**src/hw/i2cs_pkg.sv**
```systemverilog
package i2cs_pkg;

  localparam int          DATA_W         = 8;
  localparam int          TX_FIFO_DEPTH  = 8;

  // port mode selections
  localparam logic [3:0]  MODE_SLV7      = 4'h6;
  localparam logic [3:0]  MODE_SLV10     = 4'h7;
  localparam logic [3:0]  MODE_MASTER    = 4'h8;
  localparam logic [3:0]  MODE_FW7_INT   = 4'hE;
  localparam logic [3:0]  MODE_FW10_INT  = 4'hF;

  localparam logic [4:0]  TEN_BIT_PREFIX = 5'h1E;
  localparam logic [3:0]  BITS_PER_BYTE  = 4'h8;
  localparam logic [3:0]  LAST_TX_BIT    = 4'h7;
  localparam logic [3:0]  BIT_CNT_RESET  = 4'h0;
  localparam logic [7:0]  ADDR_RESET     = 8'h00;
  localparam logic [7:0]  BUF_RESET      = 8'h00;
  localparam logic [7:0]  IDLE_TX_BYTE   = 8'hFF;

  typedef enum logic [2:0] {
    ST_IDLE,
    ST_RX,
    ST_ACK,
    ST_TX,
    ST_TXACK
  } i2cs_state_t;

endpackage

```
**src/hw/i2cs_stream_if.sv**
```systemverilog
`timescale 1ns/100ps
interface i2cs_stream_if #(
  parameter int W = 8
);
  logic [W-1:0] data;
  logic         valid;
  logic         ready;

  modport src (output data, output valid, input ready);
  modport snk (input data, input valid, output ready);
endinterface

```
**src/hw/i2cs_fifo.sv**
```systemverilog
`timescale 1ns/100ps
module i2cs_fifo #(
  parameter int W     = 8,
  parameter int DEPTH = 8
) (
  input  wire logic   clk,
  input  wire logic   rst_n,
  i2cs_stream_if.snk  inS,
  i2cs_stream_if.src  outS
);
  localparam int PW = (DEPTH > 1) ? $clog2(DEPTH) : 1;
  localparam logic [PW:0]   DEPTH_CNT = PW'(DEPTH) == '0 ? {1'b1, {PW{1'b0}}} : {1'b0, PW'(DEPTH)};
  localparam logic [PW-1:0] LAST_PTR  = PW'(DEPTH - 1);

  if (DEPTH < 2) begin : g_bad_depth
    $error("i2cs_fifo needs a depth of at least two");
  end
  if (W < 1) begin : g_bad_width
    $error("i2cs_fifo needs a width of at least one");
  end

  logic [W-1:0]  mem [DEPTH];
  logic [PW-1:0] wrPtr_q;
  logic [PW-1:0] rdPtr_q;
  logic [PW:0]   count_q;
  logic [PW:0]   count_d;
  logic          notFull_q;
  logic          empty_q;
  logic          push;
  logic          pop;

  // ready is kept as its own flop so the top's ready output leaves a register
  assign push       = inS.valid && notFull_q;
  assign pop        = outS.ready && !empty_q;
  assign inS.ready  = notFull_q;
  assign outS.valid = !empty_q;
  assign outS.data  = mem[rdPtr_q];
  assign count_d    = count_q + {{PW{1'b0}}, push} - {{PW{1'b0}}, pop};

  always_ff @(posedge clk) begin
    if (push) begin
      mem[wrPtr_q] <= inS.data;
    end
  end

  always_ff @(posedge clk or negedge rst_n) begin
    if (!rst_n) begin
      wrPtr_q <= '0;
      rdPtr_q <= '0;
      count_q <= '0;
      notFull_q <= 1'b1;
      empty_q <= 1'b1;
    end else begin
      if (push) begin
        wrPtr_q <= (wrPtr_q == LAST_PTR) ? '0 : wrPtr_q + 1'b1;
      end
      if (pop) begin
        rdPtr_q <= (rdPtr_q == LAST_PTR) ? '0 : rdPtr_q + 1'b1;
      end
      count_q <= count_d;
      notFull_q <= (count_d != DEPTH_CNT);
      empty_q <= (count_d == '0);
    end
  end
endmodule

```
**src/hw/i2cs_line_watch.sv**
```systemverilog
`timescale 1ns/100ps
module i2cs_line_watch (
  input  wire logic clk,
  input  wire logic rst_n,
  input  wire logic sclIn,
  input  wire logic sdaIn,
  output logic      sclRise,
  output logic      sclFall,
  output logic      startDet,
  output logic      stopDet
);
  logic sclPrev_q;
  logic sdaPrev_q;

  // idle bus level is high, so reset to high avoids a false edge
  always_ff @(posedge clk or negedge rst_n) begin
    if (!rst_n) begin
      sclPrev_q <= 1'b1;
      sdaPrev_q <= 1'b1;
    end else begin
      sclPrev_q <= sclIn;
      sdaPrev_q <= sdaIn;
    end
  end

  assign sclRise  = sclIn && !sclPrev_q;
  assign sclFall  = !sclIn && sclPrev_q;
  assign startDet = sclIn && sclPrev_q && sdaPrev_q && !sdaIn;
  assign stopDet  = sclIn && sclPrev_q && !sdaPrev_q && sdaIn;
endmodule

```
**src/hw/i2cs_top.sv**
```systemverilog
// Operation
// - four mode bits select 7-bit slave, 10-bit slave, master or firmware modes
// - port enable turns the port on and takes over clock and data pins
// - status shows start, stop, address or data, pending 10-bit update, direction
// - after a start, eight bits shift in, each sampled on a clock rise
// - at the eighth clock fall, shift bits seven to one meet the address
// - clean match loads buffer, sets full at eighth fall, acks, interrupts ninth
// - matched address and following data bytes are acked and buffered automatically
// - no acknowledge when buffer-full or overflow was already set
// - buffer-full set: buffer kept, byte dropped, interrupt and overflow set
// - reading the buffer clears buffer-full; overflow stays until software clears it
// - overflow set, buffer-full clear: buffer loads but no acknowledge
// - interrupt flag set per received byte, held until software clears it
// - write-direction match clears direction bit and buffers the address byte
// - 10-bit first byte is prefix 11110, A9, A8, write bit
// - each 10-bit write address byte sets update flag, full, interrupt, holds clock low
// - after repeated start in 10-bit mode only a high byte with the read bit set must match
// - as transmitter the port drives its own bits over the data pin
`timescale 1ns/100ps
module i2cs_top
  import i2cs_pkg::*;
#(
  parameter int TX_DEPTH = TX_FIFO_DEPTH
) (
  input  wire logic              clk,
  input  wire logic              rst_n,
  input  wire logic              portEnable,
  input  wire logic [3:0]        modeSel,
  input  wire logic [DATA_W-1:0] addrWrData,
  input  wire logic              addrWrStrobe,
  input  wire logic              rxBufRead,
  input  wire logic              overflowClear,
  input  wire logic              intFlagClear,
  input  wire logic [DATA_W-1:0] txData,
  input  wire logic              txValid,
  output logic                   txReady,
  input  wire logic              sclIn,
  output logic                   sclOut,
  output logic                   sclOeN,
  input  wire logic              sdaIn,
  output logic                   sdaOut,
  output logic                   sdaOeN,
  output logic [DATA_W-1:0]      rxBufData,
  output logic [DATA_W-1:0]      slaveAddr,
  output logic                   bufferFull,
  output logic                   receiveOverflow,
  output logic                   portIntFlag,
  output logic                   startSeen,
  output logic                   stopSeen,
  output logic                   dataNotAddr,
  output logic                   updateAddr,
  output logic                   readNotWrite
);
  if (TX_DEPTH < 2) begin : g_bad_depth
    $error("i2cs_top needs a transmit depth of at least two");
  end

  i2cs_stream_if #(.W(DATA_W)) txIn ();
  i2cs_stream_if #(.W(DATA_W)) txOut ();

  i2cs_fifo #(
    .W     (DATA_W),
    .DEPTH (TX_DEPTH)
  ) u_txFifo (
    .clk   (clk),
    .rst_n (rst_n),
    .inS   (txIn.snk),
    .outS  (txOut.src)
  );

  logic sclRise;
  logic sclFall;
  logic startDet;
  logic stopDet;

  i2cs_line_watch u_lineWatch (
    .clk      (clk),
    .rst_n    (rst_n),
    .sclIn    (sclIn),
    .sdaIn    (sdaIn),
    .sclRise  (sclRise),
    .sclFall  (sclFall),
    .startDet (startDet),
    .stopDet  (stopDet)
  );

  i2cs_state_t       state_q,       state_d;
  logic [7:0]        shift_q,       shift_d;
  logic [3:0]        bitCnt_q,      bitCnt_d;
  logic              addrByte_q,    addrByte_d;
  logic              tenLow_q,      tenLow_d;
  logic              highMatched_q, highMatched_d;
  logic              ackGive_q,     ackGive_d;
  logic              isRead_q,      isRead_d;
  logic              masterAck_q,   masterAck_d;
  logic [7:0]        txShift_q,     txShift_d;
  logic              sdaOeN_q,      sdaOeN_d;
  logic              sclOeN_q,      sclOeN_d;
  logic [7:0]        rxBuf_q;
  logic [7:0]        addr_q;
  logic              bf_q;
  logic              ov_q;
  logic              if_q;
  logic              ua_q;
  logic              start_q;
  logic              stop_q;
  logic              dan_q;
  logic              rw_q;

  // mode decode; master mode leaves the slave idle, firmware modes run it
  logic slave7;
  logic slave10;
  logic slaveOn;
  assign slave7  = (modeSel == MODE_SLV7) || (modeSel == MODE_FW7_INT);
  assign slave10 = (modeSel == MODE_SLV10) || (modeSel == MODE_FW10_INT);
  assign slaveOn = portEnable && (slave7 || slave10);

  // address compare at the eighth falling edge
  logic byteDone;
  logic match7;
  logic matchHi;
  logic matchLo;
  logic addrHit;
  logic acceptByte;
  logic dropAddr;
  assign byteDone = (state_q == ST_RX) && sclFall && (bitCnt_q == BITS_PER_BYTE);
  assign match7   = (shift_q[7:1] == addr_q[7:1]);
  assign matchHi  = match7 && (shift_q[7:3] == TEN_BIT_PREFIX)
                    && (!shift_q[0] || highMatched_q);
  assign matchLo  = (shift_q == addr_q);
  assign addrHit  = slave7 ? match7 : (tenLow_q ? matchLo : matchHi);
  assign acceptByte = byteDone && (!addrByte_q || addrHit);
  assign dropAddr   = byteDone && addrByte_q && !addrHit;

  logic loadBuf;
  logic setOv;
  logic ackNow;
  logic setUa;
  logic readGo;
  logic ninthFall;
  logic isAddrByte;
  assign isAddrByte = acceptByte && addrByte_q;
  assign loadBuf    = acceptByte && !bf_q;
  assign setOv      = acceptByte && bf_q;
  assign ackNow     = acceptByte && !bf_q && !ov_q;
  assign setUa      = isAddrByte && slave10 && (tenLow_q || !shift_q[0]);
  assign readGo     = isAddrByte && !tenLow_q && shift_q[0];
  assign ninthFall  = (state_q == ST_ACK) && sclFall;

  // transmit byte is taken from the queue; an empty queue sends all ones
  logic txTake;
  logic [7:0] txNext;
  assign txTake = (ninthFall && isRead_q && ackGive_q)
                  || ((state_q == ST_TXACK) && sclFall && masterAck_q);
  assign txNext = txOut.valid ? txOut.data : IDLE_TX_BYTE;
  assign txOut.ready = txTake;
  assign txIn.data   = txData;
  assign txIn.valid  = txValid;

  always_comb begin
    state_d       = state_q;
    shift_d       = shift_q;
    bitCnt_d      = bitCnt_q;
    addrByte_d    = addrByte_q;
    tenLow_d      = tenLow_q;
    highMatched_d = highMatched_q;
    ackGive_d     = ackGive_q;
    isRead_d      = isRead_q;
    masterAck_d   = masterAck_q;
    txShift_d     = txShift_q;
    sdaOeN_d      = sdaOeN_q;
    sclOeN_d      = sclOeN_q;
    if (addrWrStrobe) begin
      sclOeN_d = 1'b1;
    end
    if (!slaveOn) begin
      state_d       = ST_IDLE;
      sdaOeN_d      = 1'b1;
      sclOeN_d      = 1'b1;
      highMatched_d = 1'b0;
    end else if (startDet) begin
      // a repeated start keeps the 10-bit match
      state_d    = ST_RX;
      bitCnt_d   = BIT_CNT_RESET;
      addrByte_d = 1'b1;
      tenLow_d   = 1'b0;
      sdaOeN_d   = 1'b1;
    end else if (stopDet) begin
      state_d       = ST_IDLE;
      sdaOeN_d      = 1'b1;
      highMatched_d = 1'b0;
    end else begin
      unique case (state_q)
        ST_IDLE: begin
        end
        ST_RX: begin
          if (sclRise && (bitCnt_q != BITS_PER_BYTE)) begin
            shift_d  = {shift_q[6:0], sdaIn};
            bitCnt_d = bitCnt_q + 1'b1;
          end
          if (dropAddr) begin
            state_d       = ST_IDLE;
            highMatched_d = 1'b0;
          end else if (acceptByte) begin
            state_d   = ST_ACK;
            ackGive_d = ackNow;
            sdaOeN_d  = !ackNow;
            if (isAddrByte) begin
              isRead_d = readGo;
              if (slave10 && !tenLow_q && !shift_q[0]) begin
                tenLow_d = 1'b1;
              end else begin
                addrByte_d = 1'b0;
                tenLow_d   = 1'b0;
              end
              if (slave10 && tenLow_q) begin
                highMatched_d = 1'b1;
              end
            end
          end
        end
        ST_ACK: begin
          if (sclFall) begin
            bitCnt_d = BIT_CNT_RESET;
            sdaOeN_d = 1'b1;
            if (ua_q && !addrWrStrobe) begin
              sclOeN_d = 1'b0;
            end
            if (!ackGive_q) begin
              state_d = ST_IDLE;
            end else if (isRead_q) begin
              state_d   = ST_TX;
              txShift_d = txNext;
              sdaOeN_d  = txNext[7];
            end else begin
              state_d = ST_RX;
            end
          end
        end
        ST_TX: begin
          if (sclFall) begin
            if (bitCnt_q == LAST_TX_BIT) begin
              state_d  = ST_TXACK;
              sdaOeN_d = 1'b1;
            end else begin
              bitCnt_d  = bitCnt_q + 1'b1;
              txShift_d = {txShift_q[6:0], 1'b1};
              sdaOeN_d  = txShift_q[6];
            end
          end
        end
        ST_TXACK: begin
          if (sclRise) begin
            masterAck_d = !sdaIn;
          end
          if (sclFall) begin
            bitCnt_d = BIT_CNT_RESET;
            if (masterAck_q) begin
              state_d   = ST_TX;
              txShift_d = txNext;
              sdaOeN_d  = txNext[7];
            end else begin
              state_d = ST_IDLE;
            end
          end
        end
      endcase
    end
  end

  always_ff @(posedge clk or negedge rst_n) begin
    if (!rst_n) begin
      state_q       <= ST_IDLE;
      shift_q       <= BUF_RESET;
      bitCnt_q      <= BIT_CNT_RESET;
      addrByte_q    <= 1'b1;
      tenLow_q      <= 1'b0;
      highMatched_q <= 1'b0;
      ackGive_q     <= 1'b0;
      isRead_q      <= 1'b0;
      masterAck_q   <= 1'b0;
      txShift_q     <= IDLE_TX_BYTE;
      sdaOeN_q      <= 1'b1;
      sclOeN_q      <= 1'b1;
    end else begin
      state_q       <= state_d;
      shift_q       <= shift_d;
      bitCnt_q      <= bitCnt_d;
      addrByte_q    <= addrByte_d;
      tenLow_q      <= tenLow_d;
      highMatched_q <= highMatched_d;
      ackGive_q     <= ackGive_d;
      isRead_q      <= isRead_d;
      masterAck_q   <= masterAck_d;
      txShift_q     <= txShift_d;
      sdaOeN_q      <= sdaOeN_d;
      sclOeN_q      <= sclOeN_d;
    end
  end

  // software-visible flags; hardware set wins over a same-cycle clear
  logic bf_d;
  logic ov_d;
  logic if_d;
  logic ua_d;
  assign bf_d = loadBuf || (bf_q && !rxBufRead);
  assign ov_d = setOv || (ov_q && !overflowClear);
  assign if_d = ninthFall || (if_q && !intFlagClear);
  assign ua_d = setUa || (ua_q && !addrWrStrobe);

  always_ff @(posedge clk or negedge rst_n) begin
    if (!rst_n) begin
      rxBuf_q <= BUF_RESET;
      addr_q  <= ADDR_RESET;
      bf_q    <= 1'b0;
      ov_q    <= 1'b0;
      if_q    <= 1'b0;
      ua_q    <= 1'b0;
    end else begin
      if (loadBuf) begin
        rxBuf_q <= shift_q;
      end
      if (addrWrStrobe) begin
        addr_q <= addrWrData;
      end
      bf_q <= bf_d;
      ov_q <= ov_d;
      if_q <= if_d;
      ua_q <= ua_d;
    end
  end

  always_ff @(posedge clk or negedge rst_n) begin
    if (!rst_n) begin
      start_q <= 1'b0;
      stop_q  <= 1'b0;
      dan_q   <= 1'b0;
      rw_q    <= 1'b0;
    end else begin
      if (slaveOn && startDet) begin
        start_q <= 1'b1;
        stop_q  <= 1'b0;
      end else if (slaveOn && stopDet) begin
        start_q <= 1'b0;
        stop_q  <= 1'b1;
      end
      if (acceptByte) begin
        dan_q <= !addrByte_q;
      end
      if (isAddrByte && !tenLow_q) begin
        rw_q <= shift_q[0];
      end
    end
  end

  assign sclOut          = 1'b0;
  assign sdaOut          = 1'b0;
  assign sclOeN          = sclOeN_q;
  assign sdaOeN          = sdaOeN_q;
  assign txReady         = txIn.ready;
  assign rxBufData       = rxBuf_q;
  assign slaveAddr       = addr_q;
  assign bufferFull      = bf_q;
  assign receiveOverflow = ov_q;
  assign portIntFlag     = if_q;
  assign startSeen       = start_q;
  assign stopSeen        = stop_q;
  assign dataNotAddr     = dan_q;
  assign updateAddr      = ua_q;
  assign readNotWrite    = rw_q;
endmodule

```
**config.mk**
```make
export PLATFORM = sky130hd
export DESIGN_NAME = i2cs_top
export DESIGN_NICKNAME = d
export VERILOG_FILES = /design/src/hw/i2cs_pkg.sv /design/src/hw/i2cs_stream_if.sv /design/src/hw/i2cs_fifo.sv /design/src/hw/i2cs_line_watch.sv /design/src/hw/i2cs_top.sv
export SDC_FILE = /design/constraint.sdc
export NUM_CORES = 1
export LEC_CHECK = 0
export ABC_AREA = 0
export BUFFER_PORTS_ARGS = -buffer_cell sky130_fd_sc_hd__buf_2
export CAP_MARGIN = 10
export CORE_MARGIN = 3
export CORE_UTILIZATION = 45
export DETAILED_ROUTE_END_ITERATION = 7
export GPL_ROUTABILITY_DRIVEN = 0
export GPL_TIMING_DRIVEN = 0
export PLACE_DENSITY_LB_ADDON = 0.1
export SYNTH_ARGS = -nofsm -noshare
export SYNTH_HDL_FRONTEND = slang
export SYNTH_SLANG_ARGS = --single-unit
```
**constraint.sdc**
```tcl
create_clock -name clk -period 6.7 [get_ports clk]
set_input_delay 0.67 -clock clk [delete_from_list [all_inputs] [get_ports clk]]
set_output_delay 0.67 -clock clk [all_outputs]
set_load 0.02 [all_outputs]
```
# After elaboration in Yosys (flattened, before gate mapping)

Memory sizes are Yosys's and may differ from the RTL's.
Cells that the tools add are included.

Register bits: 68
RAM bits: 64
Input port bits: 30
Output and inout bits: 29
Memories: 1

Memory list:

| memory       | depth | width | rd ports | clocked after Yosys merged registers in | wr ports | line            | RTL |
|---|---|---|---|---|---|---|---|
| u_txFifo.mem | 8     | 8     | 1        | 0                                       | 1        | i2cs_fifo.sv:22 | `logic [W-1:0] mem [DEPTH];` |

$add $sub $neg: 5
Equal/unequal tests: 45
Muxes and demuxes: 81
Bitwise operators: 3
Reductions and logical operators: 86

Operators by type and width:

| operator             | number |
|---|---|
| $mux W1              | 49 |
| $mux W7              | 7 |
| $logic_and A1 B1 Y1  | 40 |
| $ne A5 B5 Y1 const B | 7 |
| $mux W3              | 11 |
| $reduce_and A7 Y1    | 4 |
| $mux W4              | 6 |
| $ne A2 B2 Y1 const B | 11 |
| $pmux W7 S3          | 1 |
| $reduce_and A6 Y1    | 3 |
| $logic_not A1 Y1     | 16 |
| $reduce_and A5 Y1    | 3 |
| $eq A4 B3 Y1 const B | 3 |
| $eq A4 B4 Y1 const B | 3 |
| $ne A4 B2 Y1 const B | 3 |
| $pmux W3 S4          | 1 |
| $pmux W4 S3          | 1 |
| $logic_or A1 B1 Y1   | 11 |
| $reduce_and A11 Y1   | 1 |
| $eq A3 B3 Y1 const B | 3 |
| $eq A8 B8 Y1         | 1 |
| $mux W8              | 1 |
| $ne A4 B4 Y1 const B | 2 |
| $reduce_bool A2 Y1   | 4 |
| 20 further kinds     | 28 |

# Logic depth before layout (Yosys ltp)

Depth after elaboration: 16
Depth in mapped cells: 13

# By module

From an unflattened synthesis, not the netlist that was laid out.

Cells, all modules: 439
Area total of the unflattened synthesis: 6077.1 um^2

Modules (own cells, without submodules):

| module          | times used | cells each | area an instance (um^2) |
|---|---|---|---|
| i2cs_fifo       | 1          | 161        | 3140.5 |
| i2cs_top        | 1          | 272        | 2851.5 |
| i2cs_line_watch | 1          | 6          | 85.1 |

# Worst setup path after synthesis

OpenSTA, ideal clock, no wires.

Path type: reg2reg
From: reg state_q[1]
To: reg u_txFifo.empty_q
Arrival time: 2.670 ns
Data required time: 6.631 ns
Path slack: 3.962 ns
Stages on the path, launching flop included: 14
Clock period less this slack: 2.738 ns
Cell sequence: dfrtp_1 buf_2 nor2b_1 buf_2 a32oi_1 nor4_2 ha_1 inv_1 ha_1 inv_1 fa_1 inv_1 nor3_1 nor2b_1

Longest elaborated chain between the ends: 8
Elaborated cells on any way between the ends: 11
Those cells by class: add/sub (1); eq/ne (2); reduce/logical (8)

Ends and longest elaborated chain:

| item                             | line            | RTL |
|---|---|---|
| from (decl)                      | i2cs_top.sv:87  | `i2cs_state_t state_q, state_d;` |
| from (signal assigned)           | i2cs_top.sv:286 | `state_q <= state_d;` |
| $eq A3 B2 Y1                     | i2cs_top.sv:148 | `assign ninthFall = (state_q == ST_ACK) && sclFall;` |
| $logic_and A1 B1 Y1              | i2cs_top.sv:148 |  |
| $logic_and A1 B1 Y1 (2 in a row) | i2cs_top.sv:153 | `assign txTake = (ninthFall && isRead_q && ackGive_q)` |
| $logic_or A1 B1 Y1 (*)           | i2cs_top.sv:154 | `\|\| ((state_q == ST_TXACK) && sclFall && masterAck_q);` |
| $logic_and A1 B1 Y1 (*)          | i2cs_fifo.sv:34 | `assign pop = outS.ready && !empty_q;` |
| via u_txFifo.pop                 | i2cs_fifo.sv:30 | `logic pop;` |
| $sub A4 B1 Y4 (*)                | i2cs_fifo.sv:38 | `assign count_d = count_q + {{PW{1'b0}}, push} - {{PW{1'b0}}, pop};` |
| via u_txFifo.count_d[1]          | i2cs_fifo.sv:26 | `logic [PW:0] count_d;` |
| $logic_not A4 Y1 (*)             | i2cs_fifo.sv:62 | `empty_q <= (count_d == '0);` |
| to (signal assigned)             | i2cs_fifo.sv:62 |  |
| to (decl)                        | i2cs_fifo.sv:28 | `logic empty_q;` |

The timed path passes the listed nets; every way through them passes the cells marked *.
A chain may end at the register's enable or synchronous reset.

# Worst setup path in the final report

Ends and elaborated chain as after synthesis.

==> impl_metrics.ini <==
[outcome]
status = finished clean

[sta]
relSlewSlack_pct = 24.2
hold_ws_ns = 0.358
fmax_mhz = 312
worst_pin_slew_ns = 1.13
skew_ns = 0.00568
setup_tns_ns = 0
slew_violations = 0
hold_viol_final = 0
period_share_pct = 47.8
finalSetupViolCount = 0
grt_setup_unrepaired = no
fin_crit_ns = 3.20

[layout]
num-fill-cells = 1109
layout-drive-gt1-share_pct = 32.7
regArea_um2 = 3640
nNetsFinal = 527
layout_commonest_cell = edfxtp_1
final_cells = 671
multi_input_area_um2 = 2090
insertedDiodeCount = 0
area_growth_pct = 19.0
final_cell_mix = 64 x edfxtp_1, 62 x buf_2, 54 x dfrtp_1

[synthesis]
yosysUniqueCellTypes = 57
synthMuxAreaShare_pct = 13.9
yosysWarnings = 0
synth_area_um2 = 5860
synth_top_family_by_area = multiplexers
synth_edf_count = 64
ys.flop_type = edfxtp_1
syn_inst = 408
async_reset_ff_share_pct = 51.5
synth_seq_cells = 132
synth_compound_area_share_pct = 7.63
seq_area_frac_synth_pct = 62.2
syn_avg_cell_area_um2 = 14.4
synthSimpleGateAreaFrac_pct = 9.51
synth-xor-area-share_pct = 1.94
synth_fa_ha_area_share_pct = 2.48

[floorplan]
die_y_um = 120
die-area_um2 = 14400
core-area_um2 = 12700
start_util_pct = 46.2
rows = 41
die_w_um = 120
io_pins = 59

[hold_path]
hold_class = input port to async pin

[clock_network]
postCtsSetupBuffers = 0
cts.clk_slew.worst_paths_ns = 0.06
cts_buffers = 17
cts_num_sinks = 132
cts_tree = built
htree_num_levels = 4
clkLatencyLatePin_ns = 0.41
hold_buffers = 0
cts-root-buf = clkbuf_16
cts_max_path_buffers = 2
cts_resized = 0

[routing]
ant_nets = 0
drt_iter0_drc = 245
dr.pass1.iters = 4
avgRoutedWirePerCell_um = 16.5
routed_wirelength_um = 11100
num_vias = 3543
drc_errors = 0
viasPerCell = 5.28

[worst_setup_path]
worstSetupStartpointType = flop
setup.worst_path.class = flop to flop
critical_path.slowest_cell = nor4_2
cp_top_family = simple AND/OR/NAND/NOR gates
cp.required_ns = 7.04
crit_path_cell_trace = buf_2, nor2b_1, buf_2, a32oi_1, nor4_2, ha_1, inv_1, ha_1, inv_1, fa_1, inv_1, nor3_1, nor2b_1
arrival_ns = 3.54
slowest_delay_ns = 0.55
end_kind = flop
crit_path_max_fanout = 9
critPathMostFrequentCell = inv_1
crit_buf_inv = 5

[pwr]
pwr_density_cell_nw_per_um2 = 309
leakagePower_nw = 2.77
ir_drop_mv = 0.253

[global_route]
overflow = 0
grt_pass1_vias = 3709
antenna_found_initial = 0
grt.total_usage_pct = 17.1
grt_max_degree = 69
grt_pass1_wl_um = 19100

[job]
maxCapViolCount = 0

[place]
io_buffers = 54
dp_hpwl_um = 7780
place_inst = 638
worst reg2reg max path: cells and delay by family (launching register included):
kind / cells / cell delay [ns]
AND/OR/NAND/NOR: 4 / 1.11
adder cells (fa/ha/maj): 3 / 1.00
buffers and inverters: 5 / 0.55
flip-flops: 1 / 0.31
AO/OA/AOI/OAI: 1 / 0.15
sequential cells by signal (all words and copies together) (netlist names), 3 cells and up:
name              cells
bitCnt_q              4
rxBufData             8
shift_q               8
slaveAddr             8
state_q               3
txShift_q             7
u_txFifo.count_q      4
u_txFifo.mem         64
u_txFifo.rdPtr_q      3
u_txFifo.wrPtr_q      3
layer usage:
layer	global-route usage [%]	vias up	wire, um
met3	4.05	24	501
met2	26.7	100	5430
met1	22.9	1729	4920
met5	0	-	0
met4	7.87	0	233
li1	-	1690	-
Yosys cell counts, types with 5 or more instances:
library cell	n	area, um2
nor3_1	9	45.0
mux4_2	16	360
nand3_1	6	30.0
a2111oi_0	7	61.3
ha_1	10	125
nand2b_1	5	31.3
buf_2	6	30.0
mux2_2	25	282
inv_1	17	63.8
nand2_1	26	97.6
dfstp_2	14	368
nor2b_1	14	87.6
clkbuf_1	7	26.3
xnor2_1	13	114
dfrtp_1	54	1350
edfxtp_1	64	1920
o21ai_0	11	55.1
a21oi_1	9	45.0
mux2_4	8	120
nand3b_1	5	37.5
o31ai_1	8	60.1
nor2_1	20	75.1
final cells by class:
| type | instances | area share [%] |
|---|---|---|
| Sequential cell | 132 | 52.3 |
| Multi-Input combinational cell | 245 | 30.0 |
| Clock buffer | 18 | 6.16 |
| Timing Repair Buffer | 58 | 4.24 |
| Tap cell | 172 | 3.09 |
| Clock inverter | 14 | 2.33 |
| Buffer | 15 | 1.02 |
| Inverter | 17 | 0.916 |
per-stage QoR:
stage / area, um2 / utilization [%] / setup slack [ns] / power (mW)
4_1_cts: 6960 / 55.0 / 3.42 / 2.18
3_5_place_dp: 6370 / 50.3 / 3.43 / 1.26
3_3_place_gp: 6340 / 50.1 / 3.49 / 1.24
5_1_grt: 6970 / 55.0 / 3.14 / 2.27
2_1_floorplan: 5860 / - / 3.96 / 1.17
6_report: 6970 / 55.0 / 3.50 / 2.15
kinds of logic (layout without fill, tap and decap cells):
family / Yosys count / count (layout)
AO/OA/AOI/OAI: 61 / 61
XOR/XNOR: 13 / 13
adder cells (fa/ha/maj): 11 / 11
buffers and inverters: 32 / 122
flip-flops: 132 / 132
multiplexers: 54 / 54
other: 1 / 2
AND/OR/NAND/NOR: 104 / 104
path summary, 6_finish.rpt:
kind	depth (start not counted)	slack [ns]	endpoint	from
setup reg to reg	13	3.50	u_txFifo.empty_q	state_q[1]
min in group clk	1	0.40	u_lineWatch.sclPrev_q	sclIn
hold reg to reg	2	0.47	txShift_q[6]	txShift_q[6]
max in group asynchronous	1	5.77	u_txFifo.count_q[2]	rst_n
hold / removal	1	0.36	portIntFlag	rst_n
setup / recovery	13	3.50	u_txFifo.empty_q	state_q[1]
power by group:
| part | switching [mW] | internal, mW |
|---|---|---|
| Combinational | 0.142 | 0.107 |
| Sequential | 0.0423 | 0.945 |
| Clock | 0.334 | 0.581 |
No activity file was read; power rests on OpenSTA's default activity.
